<file path="config.mk">
export PLATFORM = sky130hd
export DESIGN_NAME = scad_decoder
export DESIGN_NICKNAME = d
export VERILOG_FILES = /design/src/shared/scad_pkg.sv /design/src/rtl/scad_onehot.sv /design/src/rtl/scad_decoder.sv
export SDC_FILE = /design/constraint.sdc
export NUM_CORES = 1
export LEC_CHECK = 0
export ABC_AREA = 1
export BUFFER_PORTS_ARGS = -buffer_cell sky130_fd_sc_hd__buf_2
export CAP_MARGIN = 20
export CORE_MARGIN = 1
export CORE_UTILIZATION = 40
export DETAILED_ROUTE_END_ITERATION = 10
export GPL_TIMING_DRIVEN = 0
export PLACE_DENSITY = 0.72
export SKIP_LAST_GASP = 1
export SYNTH_ARGS = -nofsm -noshare
export SYNTH_HDL_FRONTEND = slang
export SYNTH_SLANG_ARGS = --single-unit
</file>
<file path="constraint.sdc">
create_clock -name MCLK_IN -period 1.5 [get_ports MCLK_IN]
set_input_delay 0.3 -clock MCLK_IN [delete_from_list [all_inputs] [get_ports MCLK_IN]]
set_output_delay 0.3 -clock MCLK_IN [all_outputs]
set_load 0.03 [all_outputs]
</file>
<file path="src/shared/scad_pkg.sv">
// scad_pkg: frame layout, command codes and decode encodings for the command decoder
// assumes a 29-bit frame already shifted in and presented with a load strobe
package scad_pkg;
  localparam int unsigned FRAME_W   = 29;
  localparam int unsigned DATA_W    = 22;
  localparam int unsigned CHAN_N    = 4;
  localparam int unsigned RW_POS    = 28;
  localparam int unsigned CHSEL_HI  = 27;
  localparam int unsigned CHSEL_LO  = 24;
  localparam int unsigned GRP_HI    = 23;
  localparam int unsigned GRP_LO    = 22;
  localparam logic [1:0] GRP_FUNC   = 2'h0;
  localparam logic [1:0] GRP_GAIN   = 2'h1;
  localparam logic [1:0] GRP_OFFS   = 2'h2;
  localparam logic [1:0] GRP_LEVEL  = 2'h3;
  localparam logic [21:0] DATA_ONES = 22'h3fffff;
  localparam logic [21:0] DATA_ZERO = 22'h000000;
  // readback source select
  typedef enum logic [2:0] {
    SCAD_RB_NONE  = 3'h0,
    SCAD_RB_CTRL  = 3'h1,
    SCAD_RB_CMP   = 3'h2,
    SCAD_RB_ALARM = 3'h3,
    SCAD_RB_CHAN  = 3'h4
  } scad_rb_e;
  // decoded command class
  typedef enum logic [2:0] {
    SCAD_CMD_NONE  = 3'h0,
    SCAD_CMD_CTRL  = 3'h1,
    SCAD_CMD_CHWR  = 3'h2,
    SCAD_CMD_IDLE  = 3'h3,
    SCAD_CMD_READ  = 3'h4,
    SCAD_CMD_RESV  = 3'h5
  } scad_cmd_e;
endpackage

</file>
<file path="src/rtl/scad_onehot.sv">
// scad_onehot: checks that a channel select field has exactly one bit set
// purely combinational, no clock
`timescale 1ns/10ps
`default_nettype none
module scad_onehot #(
  parameter int unsigned N = 4
) (
  input  wire logic [N-1:0] SEL_IN,
  output logic              ONE_OUT,
  output logic [1:0]        IDX_OUT
);
  // ----------------------------------------
  // population count and index
  // ----------------------------------------
  function automatic logic [2:0] pop(input logic [N-1:0] v);
    logic [2:0] c;
    c = 3'h0;
    for (int i = 0; i < N; i++) begin
      c = c + {2'h0, v[i]};
    end
    return c;
  endfunction
  function automatic logic [1:0] idx(input logic [N-1:0] v);
    logic [1:0] r;
    r = 2'h0;
    for (int i = 0; i < N; i++) begin
      if (v[i]) begin
        r = 2'(i);
      end
    end
    return r;
  endfunction
  assign ONE_OUT = (pop(SEL_IN) == 3'h1);
  assign IDX_OUT = idx(SEL_IN);
endmodule
`default_nettype wire

</file>
<file path="src/rtl/scad_decoder.sv">
// scad_decoder: decodes a 29-bit serial command frame into register actions
// assumes FRAME_IN is stable while LOAD_IN pulses for one cycle at frame end
// Functional notes
// RULE_01 - frame is 29 bits; top seven bits are flag, channels, group
// RULE_02 - group 00 control/function, 01 gain, 10 offset, 11 level input
// RULE_03 - top bit high starts readback, low means write
// RULE_04 - readback source chosen by address: function, alarm, comparator, control, level
// RULE_05 - channel select bits map channel three high down to zero
// RULE_06 - nonzero select writes same group and data to every selected channel
// RULE_07 - all-zero select and group write loads device control register
// RULE_08 - zero select, group 11, all-ones data is idle, changes nothing
// RULE_09 - host may send idle command while shifting out readback data
// RULE_10 - host avoids reserved zero-select writes of groups 01, 10, 11
// RULE_11 - host never sends unassigned codes
// RULE_12 - zero-select read: 00 control, 01 comparator, 11 alarm, 10 reserved
// RULE_13 - per-channel read sets exactly one channel select bit
// RULE_14 - host fills data with zeros or level address plus zeros on reads
// RULE_15 - unassigned frames flag reserved and update nothing
`timescale 1ns/10ps
`default_nettype none
module scad_decoder #(
  parameter int unsigned CHAN_N = scad_pkg::CHAN_N
) (
  input  wire logic        MCLK_IN,
  input  wire logic        RSTN_IN,
  input  wire logic        LOAD_IN,
  input  wire logic [28:0] FRAME_IN,
  output logic             CTRL_WE_OUT,
  output logic [3:0]       CHAN_WE_OUT,
  output logic [1:0]       GROUP_OUT,
  output logic [21:0]      DATA_OUT,
  output logic             READ_OUT,
  output logic [2:0]       RB_SRC_OUT,
  output logic [1:0]       RB_CHAN_OUT,
  output logic             IDLE_OUT,
  output logic             RESERVED_OUT
);
  // ----------------------------------------
  // field split
  // ----------------------------------------
  // RULE_01 - field split
  wire        rw_bit   = FRAME_IN[scad_pkg::RW_POS];
  // RULE_05 - channel bit order
  wire [3:0]  chsel    = FRAME_IN[scad_pkg::CHSEL_HI:scad_pkg::CHSEL_LO];
  // RULE_02 - register group field
  wire [1:0]  grp      = FRAME_IN[scad_pkg::GRP_HI:scad_pkg::GRP_LO];
  wire [21:0] data     = FRAME_IN[scad_pkg::DATA_W-1:0];
  wire        sel_zero = (chsel == 4'h0);
  wire        one_hot;
  wire [1:0]  one_idx;

  // highest set bit wins the index; reads refuse non-one-hot selects anyway
  scad_onehot #(.N(CHAN_N)) u_onehot (
    .SEL_IN  (chsel),
    .ONE_OUT (one_hot),
    .IDX_OUT (one_idx)
  );

  // ----------------------------------------
  // command classification
  // ----------------------------------------
  // RULE_03 - read versus write
  wire is_wr   = ~rw_bit;
  // RULE_07 - device control write
  wire ctrl_wr = is_wr & sel_zero & (grp == scad_pkg::GRP_FUNC);
  // RULE_08 - idle command
  wire idle_wr = is_wr & sel_zero & (grp == scad_pkg::GRP_LEVEL) & (data == scad_pkg::DATA_ONES);
  // RULE_06 - multichannel write
  wire chan_wr = is_wr & ~sel_zero;
  // RULE_12 - global readback select
  wire rd_ctrl = rw_bit & sel_zero & (grp == scad_pkg::GRP_FUNC);
  wire rd_cmp  = rw_bit & sel_zero & (grp == scad_pkg::GRP_GAIN);
  wire rd_alm  = rw_bit & sel_zero & (grp == scad_pkg::GRP_LEVEL);
  // RULE_13 - single channel readback only
  wire rd_chan = rw_bit & one_hot;
  wire rd_any  = rd_ctrl | rd_cmp | rd_alm | rd_chan;
  // RULE_15 - everything else is reserved
  wire resv    = ~(ctrl_wr | idle_wr | chan_wr | rd_any);

  // RULE_04 - readback source
  wire [2:0] rb_src = rd_ctrl ? scad_pkg::SCAD_RB_CTRL :
                      rd_cmp  ? scad_pkg::SCAD_RB_CMP  :
                      rd_alm  ? scad_pkg::SCAD_RB_ALARM :
                      rd_chan ? scad_pkg::SCAD_RB_CHAN : scad_pkg::SCAD_RB_NONE;

  // ----------------------------------------
  // registered outputs
  // ----------------------------------------
  logic        ctrl_we_q;
  logic [3:0]  chan_we_q;
  logic [1:0]  grp_q;
  logic [21:0] data_q;
  logic        read_q;
  logic [2:0]  rb_src_q;
  logic [1:0]  rb_chan_q;
  logic        idle_q;
  logic        resv_q;

  // strobes last one cycle; data holds until the next frame
  always_ff @(posedge MCLK_IN or negedge RSTN_IN) begin
    if (!RSTN_IN) begin
      ctrl_we_q <= 1'b0;
      chan_we_q <= 4'h0;
      read_q    <= 1'b0;
      idle_q    <= 1'b0;
      resv_q    <= 1'b0;
    end else begin
      ctrl_we_q <= LOAD_IN & ctrl_wr;
      // RULE_06 - fan write to selected channels
      chan_we_q <= (LOAD_IN & chan_wr) ? chsel : 4'h0;
      read_q    <= LOAD_IN & rd_any;
      idle_q    <= LOAD_IN & idle_wr;
      resv_q    <= LOAD_IN & resv;
    end
  end

  // reserved frames still load these; only the strobes are gated
  always_ff @(posedge MCLK_IN or negedge RSTN_IN) begin
    if (!RSTN_IN) begin
      grp_q     <= 2'h0;
      data_q    <= 22'h000000;
      rb_src_q  <= 3'h0;
      rb_chan_q <= 2'h0;
    end else if (LOAD_IN) begin
      grp_q     <= grp;
      data_q    <= data;
      rb_src_q  <= rb_src;
      rb_chan_q <= one_idx;
    end
  end

  assign CTRL_WE_OUT  = ctrl_we_q;
  assign CHAN_WE_OUT  = chan_we_q;
  assign GROUP_OUT    = grp_q;
  assign DATA_OUT     = data_q;
  assign READ_OUT     = read_q;
  assign RB_SRC_OUT   = rb_src_q;
  assign RB_CHAN_OUT  = rb_chan_q;
  assign IDLE_OUT     = idle_q;
  assign RESERVED_OUT = resv_q;
endmodule
`default_nettype wire

</file>
==> run_results.csv, run 1 <==
group,metric,value,unit
worst_setup_path,path_depth,13,
routing,drc,0,
synthesis,synth_area_leader_cell,"dfrtp_1",
global_routing,grt_pass1_wl,6285,um
sta,clock.fmax,666.6,MHz
power,power_frac_seq,0.485,
floorplan,start_util,0.4237,
placed_design,numPlacedInstances,331,
clock_network,htree_levels,2,
routing,first_iter_violations,66,
worst_setup_path,path_delay_family,"adder cells",
worst_setup_path,cp_num_buf_inv,5,
clock_network,holdBufCountCts,0,
worst_setup_path,rr_worst_depth,2,
floorplan,dieHeight,67.56,um
floorplan,dieArea,4564,sq um
worst_setup_path,cp.required,1.68,ns
synthesis,ys_seq_elements,37,
synthesis,synth_cells,213,
worst_setup_path,crit_slowest_cell,"fa_2",
clock_network,cts-root-buf,"clkbuf_8",
routing,ant_nets,0,
clock_network,cts_tree,"yes",
worst_setup_path,critical-path-max-stage-delay,0.33,ns
power,finalPower,2.282,mW
sta,setup_viol,1,
routing,first_pass_iters,4,
routing,wl_per_cell,11.31,um
power,peakVddDrop,0.4429,mV
routing,viasPerCell,4.515,
finish,antennaDiodeCount,0,
floorplan,fp.coreArea,4058,sq um
sta,rsz0062_at_grt,"true",
power,pwr-share-comb,0.224,
placed_design,gp_congestion,0.7351,
synthesis,synth_warnings,0,
floorplan,fp-row-count,23,
clock_network,cts_buffers,5,
worst_setup_path,critical_path_arrival,1.68,ns
sta,max_slew_margin,0.4441,
worst_setup_path,cpMostUsedCell,"inv_2",
synthesis,synth_area_leaders,"dfrtp_1, nand2_1, inv_1",
run_status,violations,"setup timing",
finish,fillCellCount,396,
clock_network,path_clk_slew,0.07,ns
clock_network,clkLatencyLatePin,0.28,ns
worst_setup_path,r2r_start,"GROUP_OUT[1]",
sta,layout_setup_ws,-0.0002451,ns
worst_setup_path,end_kind,"flip-flop",
global_routing,antenna_found_initial,0,
synthesis,syn_area,1719,sq um
synthesis,syn_avg_cell_area,8.071,sq um
placed_design,placed_cell_area,2155,sq um
worst_setup_path,path_class,"input port to flip-flop",
power,p_leak,1.347,nW
placed_design,dp_slack,-0.5134,ns
worst_setup_path,start_kind,"input port",
clock_network,clk_path_buf_depth,2,
finish,drive_above_1_share,0.3379,
worst_setup_path,startpoint,"FRAME_IN[24]",
sta,tightest_slew,0.8338,ns
worst_setup_path,path_cells,"buf_12 > inv_12 > ha_4 > inv_2 > fa_2 > inv_2 > ha_4 > inv_2 > nand2_2 > nor3_2 > nor2_1 > nand2_1 > nor2_2",
power,p_sw_frac,0.3123,
power,pwr-share-clk,0.291,
global_routing,grt_max_degree,38,
clock_network,cts.sinks,37,
sta,skew,0,ns
placed_design,portBuffers,68,
global_routing,grt_pass1_vias,1460,
sta,maxSlewViolCount,0,
floorplan,io_pins,69,
sta,final.period_utilization,1.000,
power,p_sw,0.7126,mW
sta,hold_viol,0,
worst_setup_path,cp_max_fo,2,
finish,finalNonFillerCells,340,
synthesis,yosysTopAreaCellShare,0.5386,
global_routing,grtUsageTotal,0.1876,
global_routing,overflow,0,
power,pwr_density_cell,1000,nW/um^2
power,p_int,1.570,mW
synthesis,synth_fp_nets,249,
routing,routed_wl,3846,um
floorplan,die_x,67.56,um
finish,final_area,2282,sq um
finish,nNetsFinal,325,
sta,period_needed,1.500,ns
placed_design,dp_hpwl,2914,um
finish,area_growth,32.75,%
synthesis,ys_seq_area_frac,0.5386,
synthesis,yosys.cell_types.count,22,
job,max-cap-violations,0,
finish,final_core_util,0.5624,
run_status,status,"finished with violations",
routing,vias,1535,
worst_hold_path,hold_class,"input port to asynchronous set/reset pin",
==> area by class of cell <==
cell class | instances | area [sq um] | share of cell area
Sequential cell | 37 | 925.9 | 0.4057
Multi-Input combinational cell | 146 | 678.2 | 0.2971
Timing Repair Buffer | 69 | 372.9 | 0.1634
Inverter | 24 | 107.6 | 0.04715
Clock buffer | 8 | 80.08 | 0.03509
Tap cell | 50 | 62.56 | 0.02741
Buffer | 6 | 55.05 | 0.02412
==> flip-flops by register name (all words and copies together), names as in the netlist <==
signal	cells
READ_OUT	1
RB_CHAN_OUT	2
GROUP_OUT	2
RB_SRC_OUT	3
IDLE_OUT	1
RESERVED_OUT	1
CHAN_WE_OUT	4
CTRL_WE_OUT	1
DATA_OUT	22
==> Yosys cell counts <==
master	count
nor3_1	1
inv_1	23
dfrtp_1	37
nand3_2	2
nor2_4	1
clkbuf_1	1
nand3_1	5
o21ai_0	3
nand2_2	1
bufbuf_8	1
nor3_2	1
nand2_1	103
buf_6	2
or2_1	1
buf_2	2
fa_1	1
nor2_2	4
nor2_1	16
a21oi_1	1
o21ai_1	3
ha_1	3
inv_2	1
==> what timing repair did <==
item / in CTS / in global routing
endpoints found under the hold margin: 0 / 0
buffers inserted: 1 / 0
pin swaps: 8 / 0
setup endpoints to repair: 3 / 1
gates resized for setup: 11 / 0
==> kinds of logic after synthesis <==
group,after synthesis,synth area share
AOI/OAI and AO/OA,7,0.02037
DFF,37,0.5386
adders and majority gates,4,0.03348
and+or+nand+nor,135,0.3231
buffers and inverters,30,0.08442
==> placed cells by master, fill, tap and decap left out, drive strengths merged <==
cell / count
nor2: 21
clkbuf: 9
inv: 24
or2: 1
bufbuf: 1
fa: 1
nand3: 7
dfrtp: 37
ha: 3
nor3: 2
o21ai: 6
buf: 73
a21oi: 1
nand2: 104
==> through the flow <==
stage               hold WS, ns    TNS (ns)
finish                   0.1126  -0.0002451
global route             0.1831    -0.05510
CTS                      0.1372   -0.005965
detailed placement       0.4539      -1.439
global placement         0.4389      -1.329
floorplan              0.004409     -0.5511
==> worst paths after layout <==
| kind | to | slack (ns) |
|---|---|---|
| setup / recovery | RESERVED_OUT | -0.0002 |
| hold / removal | DATA_OUT[7] | 0.11 |
| setup reg to reg | GROUP_OUT[1] | 0.86 |
| hold reg to reg | DATA_OUT[13] | 0.47 |
| max in group asynchronous | DATA_OUT[0] | 0.87 |
| min in group MCLK_IN | DATA_OUT[2] | 0.23 |
==> layer usage <==
metal | vias up | GRT usage | wire, um
li1 | 783 | - | -
met5 | - | 0 | 0
met1 | 696 | 0.2227 | 1721
met4 | 0 | 0.06383 | 39
met2 | 52 | 0.3106 | 1791
met3 | 4 | 0.06757 | 294
==> power by group through the flow <==
| stage | Sequential [mW] | Clock (mW) | Combinational, mW |
|---|---|---|---|
| finish | 1.11 | 0.664 | 0.512 |
| global route | 1.12 | 0.730 | 0.567 |
| CTS | 1.11 | 0.689 | 0.521 |
| detailed placement | 1.12 | 0 | 0.504 |
| global placement | 1.12 | 0 | 0.494 |
| floorplan | 1.28 | 0 | 0.159 |
No activity file was read; power rests on OpenSTA's default activity.
==> run 2: changes to the inputs <==
==> constraint.sdc (replaced) <==
create_clock -name MCLK_IN -period 1.5 [get_ports MCLK_IN]
set_input_delay 0.075 -clock MCLK_IN [delete_from_list [all_inputs] [get_ports MCLK_IN]]
set_output_delay 0.075 -clock MCLK_IN [all_outputs]
set_load 0.03 [all_outputs]
==> run 2 against run 1 <==
  * The run now ends clean
  * First-iteration DRC count is 42% higher
  * Non-clock buffer count is 18 higher
  * Sequential cell count stayed put
  * Count of clock-buffer cells in the layout down 1
  * Hold slack got worse by 0.10 ns
  * Maximum frequency grew 7.3%
  * Setup slack improved by 0.10 ns
  * Critical path type unchanged
  * Critical endpoint unchanged
==> run_results.csv, run 2 (same netlist as run 1, synthesis figures left out) <==
group,metric,value,unit
run_status,status,"complete, no violations",
sta,tightest_slew,0.8098,ns
global_routing,antenna_found_initial,0,
finish,final_core_util,0.6065,
clock_network,path_clk_slew,0.07,ns
global_routing,grt_use_met2,0.3267,
floorplan,dieHeight,67.56,um
floorplan,fp-row-count,23,
worst_setup_path,rr_endpoint,"GROUP_OUT[1]",
sta,period_needed,1.398,ns
routing,first_iter_violations,94,
routing,drc,0,
worst_setup_path,critical_path_arrival,1.59,ns
worst_hold_path,hold_start,"FRAME_IN[4]",
sta,maxSlewViolCount,0,
sta,setup_viol,0,
floorplan,dieArea,4564,sq um
placed_design,gp_congestion,0.7138,
worst_setup_path,cp.required,1.69,ns
worst_setup_path,end_kind,"flip-flop",
clock_network,clkLatencyLatePin,0.29,ns
sta,max_slew_margin,0.4601,
sta,final.period_utilization,0.9318,
clock_network,cts_buffers,5,
placed_design,portBuffers,68,
global_routing,gr-usage-met1,0.2137,
finish,regArea,925.9,sq um
floorplan,die_x,67.56,um
finish,final_area,2461,sq um
power,pwr_density_cell,1029,nW/um^2
finish,fillCellCount,390,
worst_setup_path,crit_slowest_cell,"fa_2",
routing,first_pass_iters,4,
clock_network,cts_setup_buffers,0,
worst_hold_path,hold-path-endpoint,"DATA_OUT[4]",
global_routing,grt_pass1_vias,1475,
finish,antennaDiodeCount,0,
finish,multi_input_area,663.1,sq um
global_routing,met3_usage,0.05068,
sta,hold_ws,0.008652,ns
placed_design,numPlacedInstances,331,
global_routing,grt_pass1_wl,6223,um
worst_setup_path,cp_num_buf_inv,5,
worst_setup_path,cp_max_fo,2,
finish,area_growth,43.16,%
worst_setup_path,path_cells,"buf_4 > inv_8 > ha_4 > inv_2 > fa_2 > inv_1 > ha_1 > inv_1 > nand2_1 > nor3_2 > nor2_1 > nand2_1 > nor2_2",
floorplan,io_pins,69,
worst_setup_path,path_delay_family,"adder cells",
worst_setup_path,ff2ff_setup_slack,0.87,ns
clock_network,cts.sinks,37,
routing,ant_nets,0,
global_routing,grt_max_degree,38,
finish,drive_above_1_share,0.3084,
sta,final.setup.tns,0,ns
worst_setup_path,critical-path-max-stage-delay,0.34,ns
sta,rsz0062_at_grt,"false",
placed_design,dp_slack,-0.2761,ns
worst_setup_path,start_kind,"input port",
worst_setup_path,path_class,"input port to flip-flop",
sta,hold_viol,0,
floorplan,start_util,0.4237,
finish,final_common_cell,"nand2_1",
worst_setup_path,rr_worst_depth,2,
routing,viasPerCell,4.419,
floorplan,fp.coreArea,4058,sq um
sta,skew,0,ns
worst_setup_path,path_depth,13,
placed_design,dp_hpwl,2888,um
finish,largest_reg_flops,22,
worst_setup_path,r2r_start,"GROUP_OUT[1]",
global_routing,overflow,0,
routing,vias,1582,
clock_network,clk_path_buf_depth,2,
finish,finalNonFillerCells,358,
clock_network,cts_tree,"yes",
worst_hold_path,hold_class,"input port to flip-flop",
sta,clock.fmax,715.4,MHz
job,max-cap-violations,0,
routing,routed_wl,3966,um
global_routing,grtUsageTotal,0.1900,
power,finalPower,2.532,mW
clock_network,cts-root-buf,"clkbuf_8",
placed_design,placed_cell_area,2150,sq um
finish,final_cell_mix,"nand2_1, buf_2, dfrtp_1",
clock_network,htree_levels,2,
global_routing,top_usage_layer,"met2",
power,p_leak,1.433,nW
worst_hold_path,hold_depth,3,
routing,wl_per_cell,11.08,um
finish,nNetsFinal,343,
sta,layout_setup_ws,0.1022,ns
power,peakVddDrop,0.6557,mV
## run 2: changes by cell type in the layout (fill, tap and decap cells not counted), moves of 2 or more
cell | before | now
dlygate4sd3_1 | 0 | 19
clkbuf_1 | 4 | 2
inv_1 | 18 | 20
inv_2 | 4 | 2
## run 2: tightest hold or removal path: cells and delay by family
family,cells,cell delay (ns)
buf+inv,1,0.09
simple gates,2,0.11
## run 2: timing repair
item,in CTS,in global routing
setup endpoints to repair,0,3
gates resized for setup,0,4
hold endpoints to repair,55,0
hold buffers,19,0
## run 2: final cells by class
cell class	instances	share of cell area
timing repair buffer	87	0.2176
buffer	6	0.02237
tap	50	0.02542
multi-input combinational	146	0.2694
sequential	37	0.3762
clock buffer	7	0.03508
clock inverter	1	0.01220
inverter	24	0.04169
## run 2: worst max-delay path by stage
stage              endpoint         start  slack [ns]
6_report       RESERVED_OUT  FRAME_IN[24]        0.10
5_1_grt        RESERVED_OUT  FRAME_IN[24]      0.0001
4_1_cts        RESERVED_OUT  FRAME_IN[24]        0.03
3_5_place_dp   RESERVED_OUT  FRAME_IN[24]       -0.28
3_3_place_gp   RESERVED_OUT  FRAME_IN[25]       -0.24
2_1_floorplan  RESERVED_OUT  FRAME_IN[24]       0.002
## run 2: power by group
| group | total (mW) | switching, mW | internal (mW) |
|---|---|---|---|
| clock network | 0.894 | 0.352 | 0.542 |
| registers | 1.10 | 0.0335 | 1.07 |
| logic | 0.534 | 0.345 | 0.189 |
| total | 2.53 | 0.730 | 1.80 |
## run 2: layer usage
layer | part of all wire | vias to the layer above
met5 | 0 | -
met4 | 0.0035 | 0
met3 | 0.071 | 2
met2 | 0.49 | 47
met1 | 0.43 | 707
li1 | - | 826
